--- config.mk ---
export PLATFORM = sky130hd
export DESIGN_NAME = mcuid_decoder
export DESIGN_NICKNAME = d
export VERILOG_FILES = /design/src/logic/mcuid_pkg.sv /design/src/logic/mcuid_field_reg.sv /design/src/logic/mcuid_decoder.sv
export VERILOG_INCLUDE_DIRS = /design/src /design/src/logic
export SDC_FILE = /design/constraint.sdc
export NUM_CORES = 1
export LEC_CHECK = 0
export BUFFER_PORTS_ARGS = -buffer_cell sky130_fd_sc_hd__buf_4
export CORE_ASPECT_RATIO = 1.5
export CORE_UTILIZATION = 40
export CTS_CLUSTER_DIAMETER = 30
export DETAILED_ROUTE_END_ITERATION = 10
export PLACE_DENSITY = 0.71
export SLEW_MARGIN = 20
export SYNTH_ARGS = -nofsm -noshare
export SYNTH_HDL_FRONTEND = slang
export SYNTH_SLANG_ARGS = --single-unit
--- constraint.sdc ---
create_clock -name sys_clk -period 4.1 [get_ports sys_clk]
set_input_delay 1.23 -clock sys_clk [delete_from_list [all_inputs] [get_ports sys_clk]]
set_output_delay 1.23 -clock sys_clk [all_outputs]
set_load 0.02 [all_outputs]
--- src/logic/mcuid_params.svh ---
// Constants for the instruction decoder: field positions, opcodes, timing.
// Assumes inclusion by the decoder package and modules only.
`ifndef MCUID_PARAMS_SVH
`define MCUID_PARAMS_SVH

`define MCUID_WORD_W        14
`define MCUID_FILE_W        7
`define MCUID_BIT_W         3
`define MCUID_LIT8_W        8
`define MCUID_LIT11_W       11
`define MCUID_DEST_POS      7
`define MCUID_FILE_MAX      7'h7f
`define MCUID_OSC_PER_CYC   4
`define MCUID_RST_PHASE     2'h0
`define MCUID_LEGACY_OPT    14'h0062
`define MCUID_LEGACY_DIR_LO 14'h0065
`define MCUID_LEGACY_DIR_HI 14'h0067

`endif

--- src/logic/mcuid_pkg.sv ---
// Types shared by the instruction decoder.
// Assumes the params header sits beside it.
`default_nettype none
package mcuid_pkg;
    typedef enum logic [1:0] {
        MCUID_CLS_BYTE = 2'h0,
        MCUID_CLS_BIT  = 2'h1,
        MCUID_CLS_LIT  = 2'h2
    } mcuid_class_t;

    typedef enum logic [1:0] {
        MCUID_ST_RUN   = 2'h0,
        MCUID_ST_FLUSH = 2'h1
    } mcuid_state_t;
endpackage
`default_nettype wire

--- src/logic/mcuid_field_reg.sv ---
// Registered field extractor for one instruction word.
// Assumes word and load come from the same clock domain.
`default_nettype none
`include "mcuid_params.svh"
module mcuid_field_reg
    import mcuid_pkg::*;
(
    input  wire logic                       sys_clk,
    input  wire logic                       srst,
    input  wire logic                       load,
    input  wire logic [`MCUID_WORD_W-1:0]   word,
    output logic      [`MCUID_FILE_W-1:0]   file_addr,
    output logic                            dest_file,
    output logic      [`MCUID_BIT_W-1:0]    bit_sel,
    output logic      [`MCUID_LIT8_W-1:0]   lit8,
    output logic      [`MCUID_LIT11_W-1:0]  lit11
);
    always_ff @(posedge sys_clk) begin
        if (srst) begin
            file_addr <= '0;
            dest_file <= 1'b0;
            bit_sel   <= '0;
            lit8      <= '0;
            lit11     <= '0;
        end else if (load) begin
            file_addr <= word[6:0];
            dest_file <= word[`MCUID_DEST_POS];
            bit_sel   <= word[9:7];
            lit8      <= word[7:0];
            lit11     <= word[10:0];
        end
    end
endmodule
`default_nettype wire

--- src/logic/mcuid_decoder.sv ---
// Instruction decoder: classifies 14-bit words and sequences instruction cycles.
// Assumes fetch presents a word each cycle start and the datapath reports test result.
`default_nettype none
`include "mcuid_params.svh"
// Overview of operation
// - Accept one 14-bit word per instruction
// - Classify into byte, bit or literal class
// - Destination zero accumulator, one file register
// - File address spans 0x00 through 0x7F
// - Bit select picks one of eight bits
// - Literal eight bits, eleven for call/jump
// - Instruction cycle is four oscillator periods
// - Taken test or PC change takes two
// - Every file operand is read first
// - Port clear still reads, resetting mismatch
// - Don't-care bits never change decoding
// - Byte format opcode, d, 7-bit f
// - Bit format opcode, 3-bit b, f
// - Literal format opcode, 8-bit k
// - Call/jump format opcode, 11-bit k
module mcuid_decoder
    import mcuid_pkg::*;
(
    input  wire logic                       sys_clk,
    input  wire logic                       srst,
    input  wire logic [`MCUID_WORD_W-1:0]   instr_word,
    input  wire logic                       test_true,
    output logic      [1:0]                 osc_phase,
    output logic                            cycle_start,
    output logic      [1:0]                 instr_class,
    output logic      [`MCUID_FILE_W-1:0]   file_addr,
    output logic                            dest_file,
    output logic      [`MCUID_BIT_W-1:0]    bit_sel,
    output logic      [`MCUID_LIT8_W-1:0]   lit8,
    output logic      [`MCUID_LIT11_W-1:0]  lit11,
    output logic                            uses_file,
    output logic                            file_read,
    output logic                            file_write,
    output logic                            acc_write,
    output logic                            is_call_jump,
    output logic                            is_skip,
    output logic                            pc_change,
    output logic                            two_cycle,
    output logic                            exec_nop,
    output logic                            legacy_op
);
    mcuid_state_t state;
    mcuid_state_t next_state;
    logic [1:0]   next_phase;
    logic [1:0]   cls_q;
    logic         uses_file_q;
    logic         wr_file_q;
    logic         wr_acc_q;
    logic         skip_q;
    logic         pcchg_q;
    logic         cj_q;
    logic         legacy_q;
    logic         exec_q;

    // Classification helper
    function automatic logic [1:0] class_of(input logic [`MCUID_WORD_W-1:0] w);
        case (w[13:12])
            2'h0:    class_of = MCUID_CLS_BYTE;
            2'h1:    class_of = MCUID_CLS_BIT;
            default: class_of = MCUID_CLS_LIT;
        endcase
    endfunction

    // Word with don't-care positions forced to zero
    function automatic logic [`MCUID_WORD_W-1:0] canon(input logic [`MCUID_WORD_W-1:0] w);
        logic [`MCUID_WORD_W-1:0] c;
        c = w;
        if (w[13:8] == 6'h01 && !w[7]) begin
            c[6:0] = 7'h00;
        end
        if (w[13:8] == 6'h00 && !w[7] && w[4:0] == 5'h00) begin
            c[6:5] = 2'h0;
        end
        if (w[13:10] == 4'hf && w[9]) begin
            c[8] = 1'b0;
        end
        if (w[13:10] == 4'hf && !w[9] && w[8]) begin
            c[8] = 1'b0;
        end
        if (w[13:10] == 4'hc || w[13:10] == 4'hd) begin
            c[9:8] = 2'h0;
        end
        canon = c;
    endfunction

    wire [`MCUID_WORD_W-1:0] cw         = canon(instr_word);
    wire [1:0]               w_class    = class_of(cw);
    wire                     w_byte     = (w_class == MCUID_CLS_BYTE);
    wire                     w_bit      = (w_class == MCUID_CLS_BIT);
    wire                     w_cj       = (cw[13:12] == 2'h2);
    wire                     w_misc     = w_byte && cw[11:7] == 5'h00;
    wire                     w_ret      = w_misc && (cw[6:0] == 7'h08 || cw[6:0] == 7'h09);
    wire                     w_retlw    = (cw[13:10] == 4'hd);
    wire                     w_clrw     = w_byte && cw[11:8] == 4'h1 && !cw[7];
    wire                     w_bitop    = w_bit && !cw[11];
    wire                     w_bittest  = w_bit && cw[11];
    wire                     w_skipop   = (w_byte && (cw[11:8] == 4'hb || cw[11:8] == 4'hf))
                                          || w_bittest;
    wire                     w_file     = (w_byte && !w_misc && !w_clrw) || w_bit;
    wire                     w_wfile    = (w_byte && cw[7] && !w_misc && !w_clrw) || w_bitop;
    wire                     w_wacc     = (w_byte && !cw[7] && !w_misc)
                                          || (w_class == MCUID_CLS_LIT && !w_cj);
    wire                     w_pcchg    = w_cj || w_ret || w_retlw;
    wire                     w_legacy   = (cw == `MCUID_LEGACY_OPT)
                                          || (cw >= `MCUID_LEGACY_DIR_LO
                                              && cw <= `MCUID_LEGACY_DIR_HI);

    wire                     last_phase = (osc_phase == 2'(`MCUID_OSC_PER_CYC - 1));
    wire                     load_word  = (osc_phase == `MCUID_RST_PHASE)
                                          && (state == MCUID_ST_RUN);
    wire                     taken      = exec_q && (pcchg_q || (skip_q && test_true));

    mcuid_field_reg u_fields (
        .sys_clk   (sys_clk),
        .srst      (srst),
        .load      (load_word),
        .word      (cw),
        .file_addr (file_addr),
        .dest_file (dest_file),
        .bit_sel   (bit_sel),
        .lit8      (lit8),
        .lit11     (lit11)
    );

    assign next_phase = last_phase ? `MCUID_RST_PHASE : osc_phase + 2'h1;

    always_comb begin
        next_state = state;
        case (state)
            MCUID_ST_RUN:   if (last_phase && taken) next_state = MCUID_ST_FLUSH;
            MCUID_ST_FLUSH: if (last_phase) next_state = MCUID_ST_RUN;
            default:        next_state = MCUID_ST_RUN;
        endcase
    end

    always_ff @(posedge sys_clk) begin
        if (srst) begin
            osc_phase <= `MCUID_RST_PHASE;
            state     <= MCUID_ST_RUN;
        end else begin
            osc_phase <= next_phase;
            state     <= next_state;
        end
    end

    always_ff @(posedge sys_clk) begin
        if (srst) begin
            cls_q       <= MCUID_CLS_BYTE;
            uses_file_q <= 1'b0;
            wr_file_q   <= 1'b0;
            wr_acc_q    <= 1'b0;
            skip_q      <= 1'b0;
            pcchg_q     <= 1'b0;
            cj_q        <= 1'b0;
            legacy_q    <= 1'b0;
            exec_q      <= 1'b0;
        end else if (osc_phase == `MCUID_RST_PHASE) begin
            exec_q      <= load_word;
            if (load_word) begin
                cls_q       <= w_class;
                uses_file_q <= w_file;
                wr_file_q   <= w_wfile;
                wr_acc_q    <= w_wacc;
                skip_q      <= w_skipop;
                pcchg_q     <= w_pcchg;
                cj_q        <= w_cj;
                legacy_q    <= w_legacy;
            end
        end
    end

    assign cycle_start  = (osc_phase == `MCUID_RST_PHASE);
    assign instr_class  = cls_q;
    assign uses_file    = exec_q && uses_file_q;
    // Read of every file operand, even write-only ones like clear
    assign file_read    = uses_file && (osc_phase == 2'h1);
    assign file_write   = exec_q && wr_file_q && last_phase;
    assign acc_write    = exec_q && wr_acc_q && last_phase;
    assign is_call_jump = exec_q && cj_q;
    assign is_skip      = exec_q && skip_q;
    assign pc_change    = exec_q && pcchg_q;
    assign two_cycle    = taken;
    assign exec_nop     = (state == MCUID_ST_FLUSH);
    assign legacy_op    = exec_q && legacy_q;
endmodule
`default_nettype wire

==> summary.md <==
| Metric | Value |
|---|---|
| Maximum vdd drop | `0.2503 mV` |
| # DRC | `0` |
| Clock buffer depth | `2` |
| I/O Pins | `62` |
| Final Hold Vio Count | `0` |
| Hold depth | `2` |
| PortBufs | `61` |
| Clock Skew | `0.001733 ns` |
| Post-route cell area | `0.001647 mm²` |
| Placeable core region | `0.002973 mm²` |
| Nets | `209` |
| Status | `finished clean` |
| Synth cell types | `39` |
| Area leader, netlist | `dfxtp_1` |
| N_diodes | `0` |
| Layout Area Growth over Synthesis | `29.66%` |
| Max Fclk | `347.5 MHz` |
| Worst-Skew Late Latency | `0.26 ns` |
| Synthesized flop and latch total | `24` |
| Slew Limit Fails | `0` |
| H-tree lvl count | `1` |
| GRT Total Usage | `18.68%` |
| Worst Setup End Kind | `primary output` |
| Hold_sp | `cj_q$_SDFFE_PP0P_` |
| Most common cell after layout, fill and taps aside | `buf_4` |
| Pwr Density | `389.9 mW/mm²` |
| CTS tree | `built` |
| Post-Syn Nets | `169` |
| Most frequent cells in the layout | `61 x buf_4, 24 x dfxtp_1, 18 x a21oi_1, 18 x nand2_1, 7 x nor2_1` |
| Core Rows | `24` |
| Placer's final routability congestion estimate | `0.8461` |
| TritonRoute pass-1 iters | `5` |
| Initial antenna violation count | `0` |
| WS Path Type | `primary input to primary output` |
| CP Data Arrival Time | `1.65 ns` |
| Post-synthesis sequential area ratio | `37.83%` |
| Share of the clock period used by the worst path | `70.19%` |
| Top-area cell type share of the netlist area | `37.83%` |
| Clock sink total | `24` |
| Post-route ant nets | `0` |
| Tmin final | `2.878 ns` |
| Worst min path class | `register to register` |
| FF-to-FF Start | `osc_phase[0]$_SDFF_PP0_` |
| DP Area | `0.001592 mm²` |
| Die area | `0.003409 mm²` |
| Initial cell density of the core | `42.72%` |
| Max-slew headroom | `69.94%` |
| Routed WL | `2.951 mm` |
| Via/cell ratio | `5.189` |
| # resized after CTS | `0` |
| Vias | `1178` |
| Yosys warning count | `0` |
| Synth Cell Area | `0.001270 mm²` |
| Ranking of synthesized cells by area | `dfxtp_1 38%, buf_4 12%, a21oi_1 7.1%` |
| First-pass GRT wire length | `4.761 mm` |
| R2R cell count | `5` |
| Setup_tns | `0 ns` |
| Ratio of cells with drive above 1 in the final layout | `37.23%` |
| Die W | `48.01 µm` |
| CP required | `2.87 ns` |
| Fillers | `302` |
| Height of the die | `71.01 µm` |
| Grt total ovfl | `0` |
| Setup crit start kind | `primary input` |
| Crit-path max FO | `2` |
| Largest net degree at the start of global routing | `22` |
| DRT iter0 DRCs | `19` |
| FF-to-FF setup slack | `2.44 ns` |
| Root Driver | `clkbuf_8` |
| Hpwl dp | `2.251 mm` |
| Post-synthesis cell count | `149` |
| Fin util | `55.39%` |
| RSZ-0062 raised after global routing | `false` |
| Leak Pwr | `0.7674 nW` |
| Total of max-cap violations | `0` |
| R2R Path End | `pcchg_q$_SDFFE_PP0P_` |
| Worst Hold End | `cj_q$_SDFFE_PP0P_` |
| Syn avg cell area | `8.523 µm²` |
| Number of hold buffers added after cts | `0` |
| Worst-Margin Slew | `0.4509 ns` |
| Reg clk slew, reported paths | `0.08 ns` |
| # Post-CTS Setup Buffers | `0` |
| Vias in the first global route | `1093` |
| Routed length per placed instance | `13.00 µm` |
| Final Setup Violations | `0` |
| Num CTS Buffers | `3` |
[metal layers]
layer  global-route usage [%]  wire, µm  vias to the layer above
met1                    22.73      1185                      550
met4                    7.407        33                        0
met2                    31.53      1564                       52
met3                    2.296       168                        4
li1                         -         -                      572
met5                        0         0                        -
[metrics by stage]
| step | power, mW | cells | worst slack, ns | hold slack (ns) |
|---|---|---|---|---|
| after global placement | 0.4873 | 223 | 1.229 | 0.4428 |
| after detailed placement | 0.4917 | 223 | 1.223 | 0.4449 |
| after global routing | 0.6803 | 227 | 1.214 | 0.4816 |
| after CTS | 0.6498 | 227 | 1.220 | 0.4586 |
| after floorplan | 0.4303 | 149 | 1.430 | 0.4273 |
| final | 0.6420 | 227 | 1.222 | 0.4579 |
[state kept, by name, indices dropped and copies added, names as in the netlist]
name,cells
skip_q,1
instr_class,2
u_fields.lit11,11
exec_q,1
pcchg_q,1
osc_phase,2
uses_file_q,1
wr_acc_q,1
state,1
cj_q,1
legacy_q,1
wr_file_q,1
[where the power goes]
group / internal (mW) / leakage [nW] / switching, mW
clock: 0.0856 / 0.0288 / 0.0717
combinational: 0.0879 / 0.541 / 0.121
sequential: 0.256 / 0.198 / 0.0198
[cells in the mapped netlist (all sizes together)]
cell	number
buf	25
dfxtp	24
a21oi	18
nand2	18
nor2	7
and2	6
nor3	5
o211ai	5
a22o	4
and3	4
inv	4
ha	3
nand2b	3
nor2b	3
a211oi	2
o21ai	2
a2111oi	1
a21o	1
a31oi	1
a32o	1
a41o	1
and2b	1
clkbuf	1
mux2i	1
nand3	1
nand3b	1
nand4	1
nor3b	1
nor4	1
nor4b	1
o41ai	1
or3	1
[worst max-delay path by stage]
| stage | end | from | slack [ns] | cells after the start |
|---|---|---|---|---|
| CTS | two_cycle | test_true | 1.22 | 3 |
| finish | two_cycle | test_true | 1.22 | 3 |
| global placement | two_cycle | test_true | 1.23 | 3 |
| floorplan | two_cycle | test_true | 1.43 | 1 |
| global route | two_cycle | test_true | 1.21 | 3 |
| detailed placement | two_cycle | test_true | 1.22 | 3 |
[worst max-delay path, cell delays in order]
cell and delay, ns:
buf_4 0.11, a21o_1 0.16, buf_4 0.15
[cell families after synthesis]
kind of cell	after synthesis	synth area share, %
AOI/OAI and AO/OA	37	19.90
and+or+nand+nor	54	22.76
buffers and inverters	30	15.76
adders and majority gates	3	2.956
muxes	1	0.7882
DFF	24	37.83
[area by class of cell]
cell class / count / area [µm²] / area share, %
Clock buffer: 4 / 55.05 / 3.343
Multi-Input combinational cell: 95 / 589.3 / 35.79
Timing Repair Buffer: 61 / 457.9 / 27.81
Sequential cell: 24 / 480.5 / 29.18
Tap cell: 39 / 48.80 / 2.964
Inverter: 4 / 15.01 / 0.9119
(Power assumes the default switching activity.)
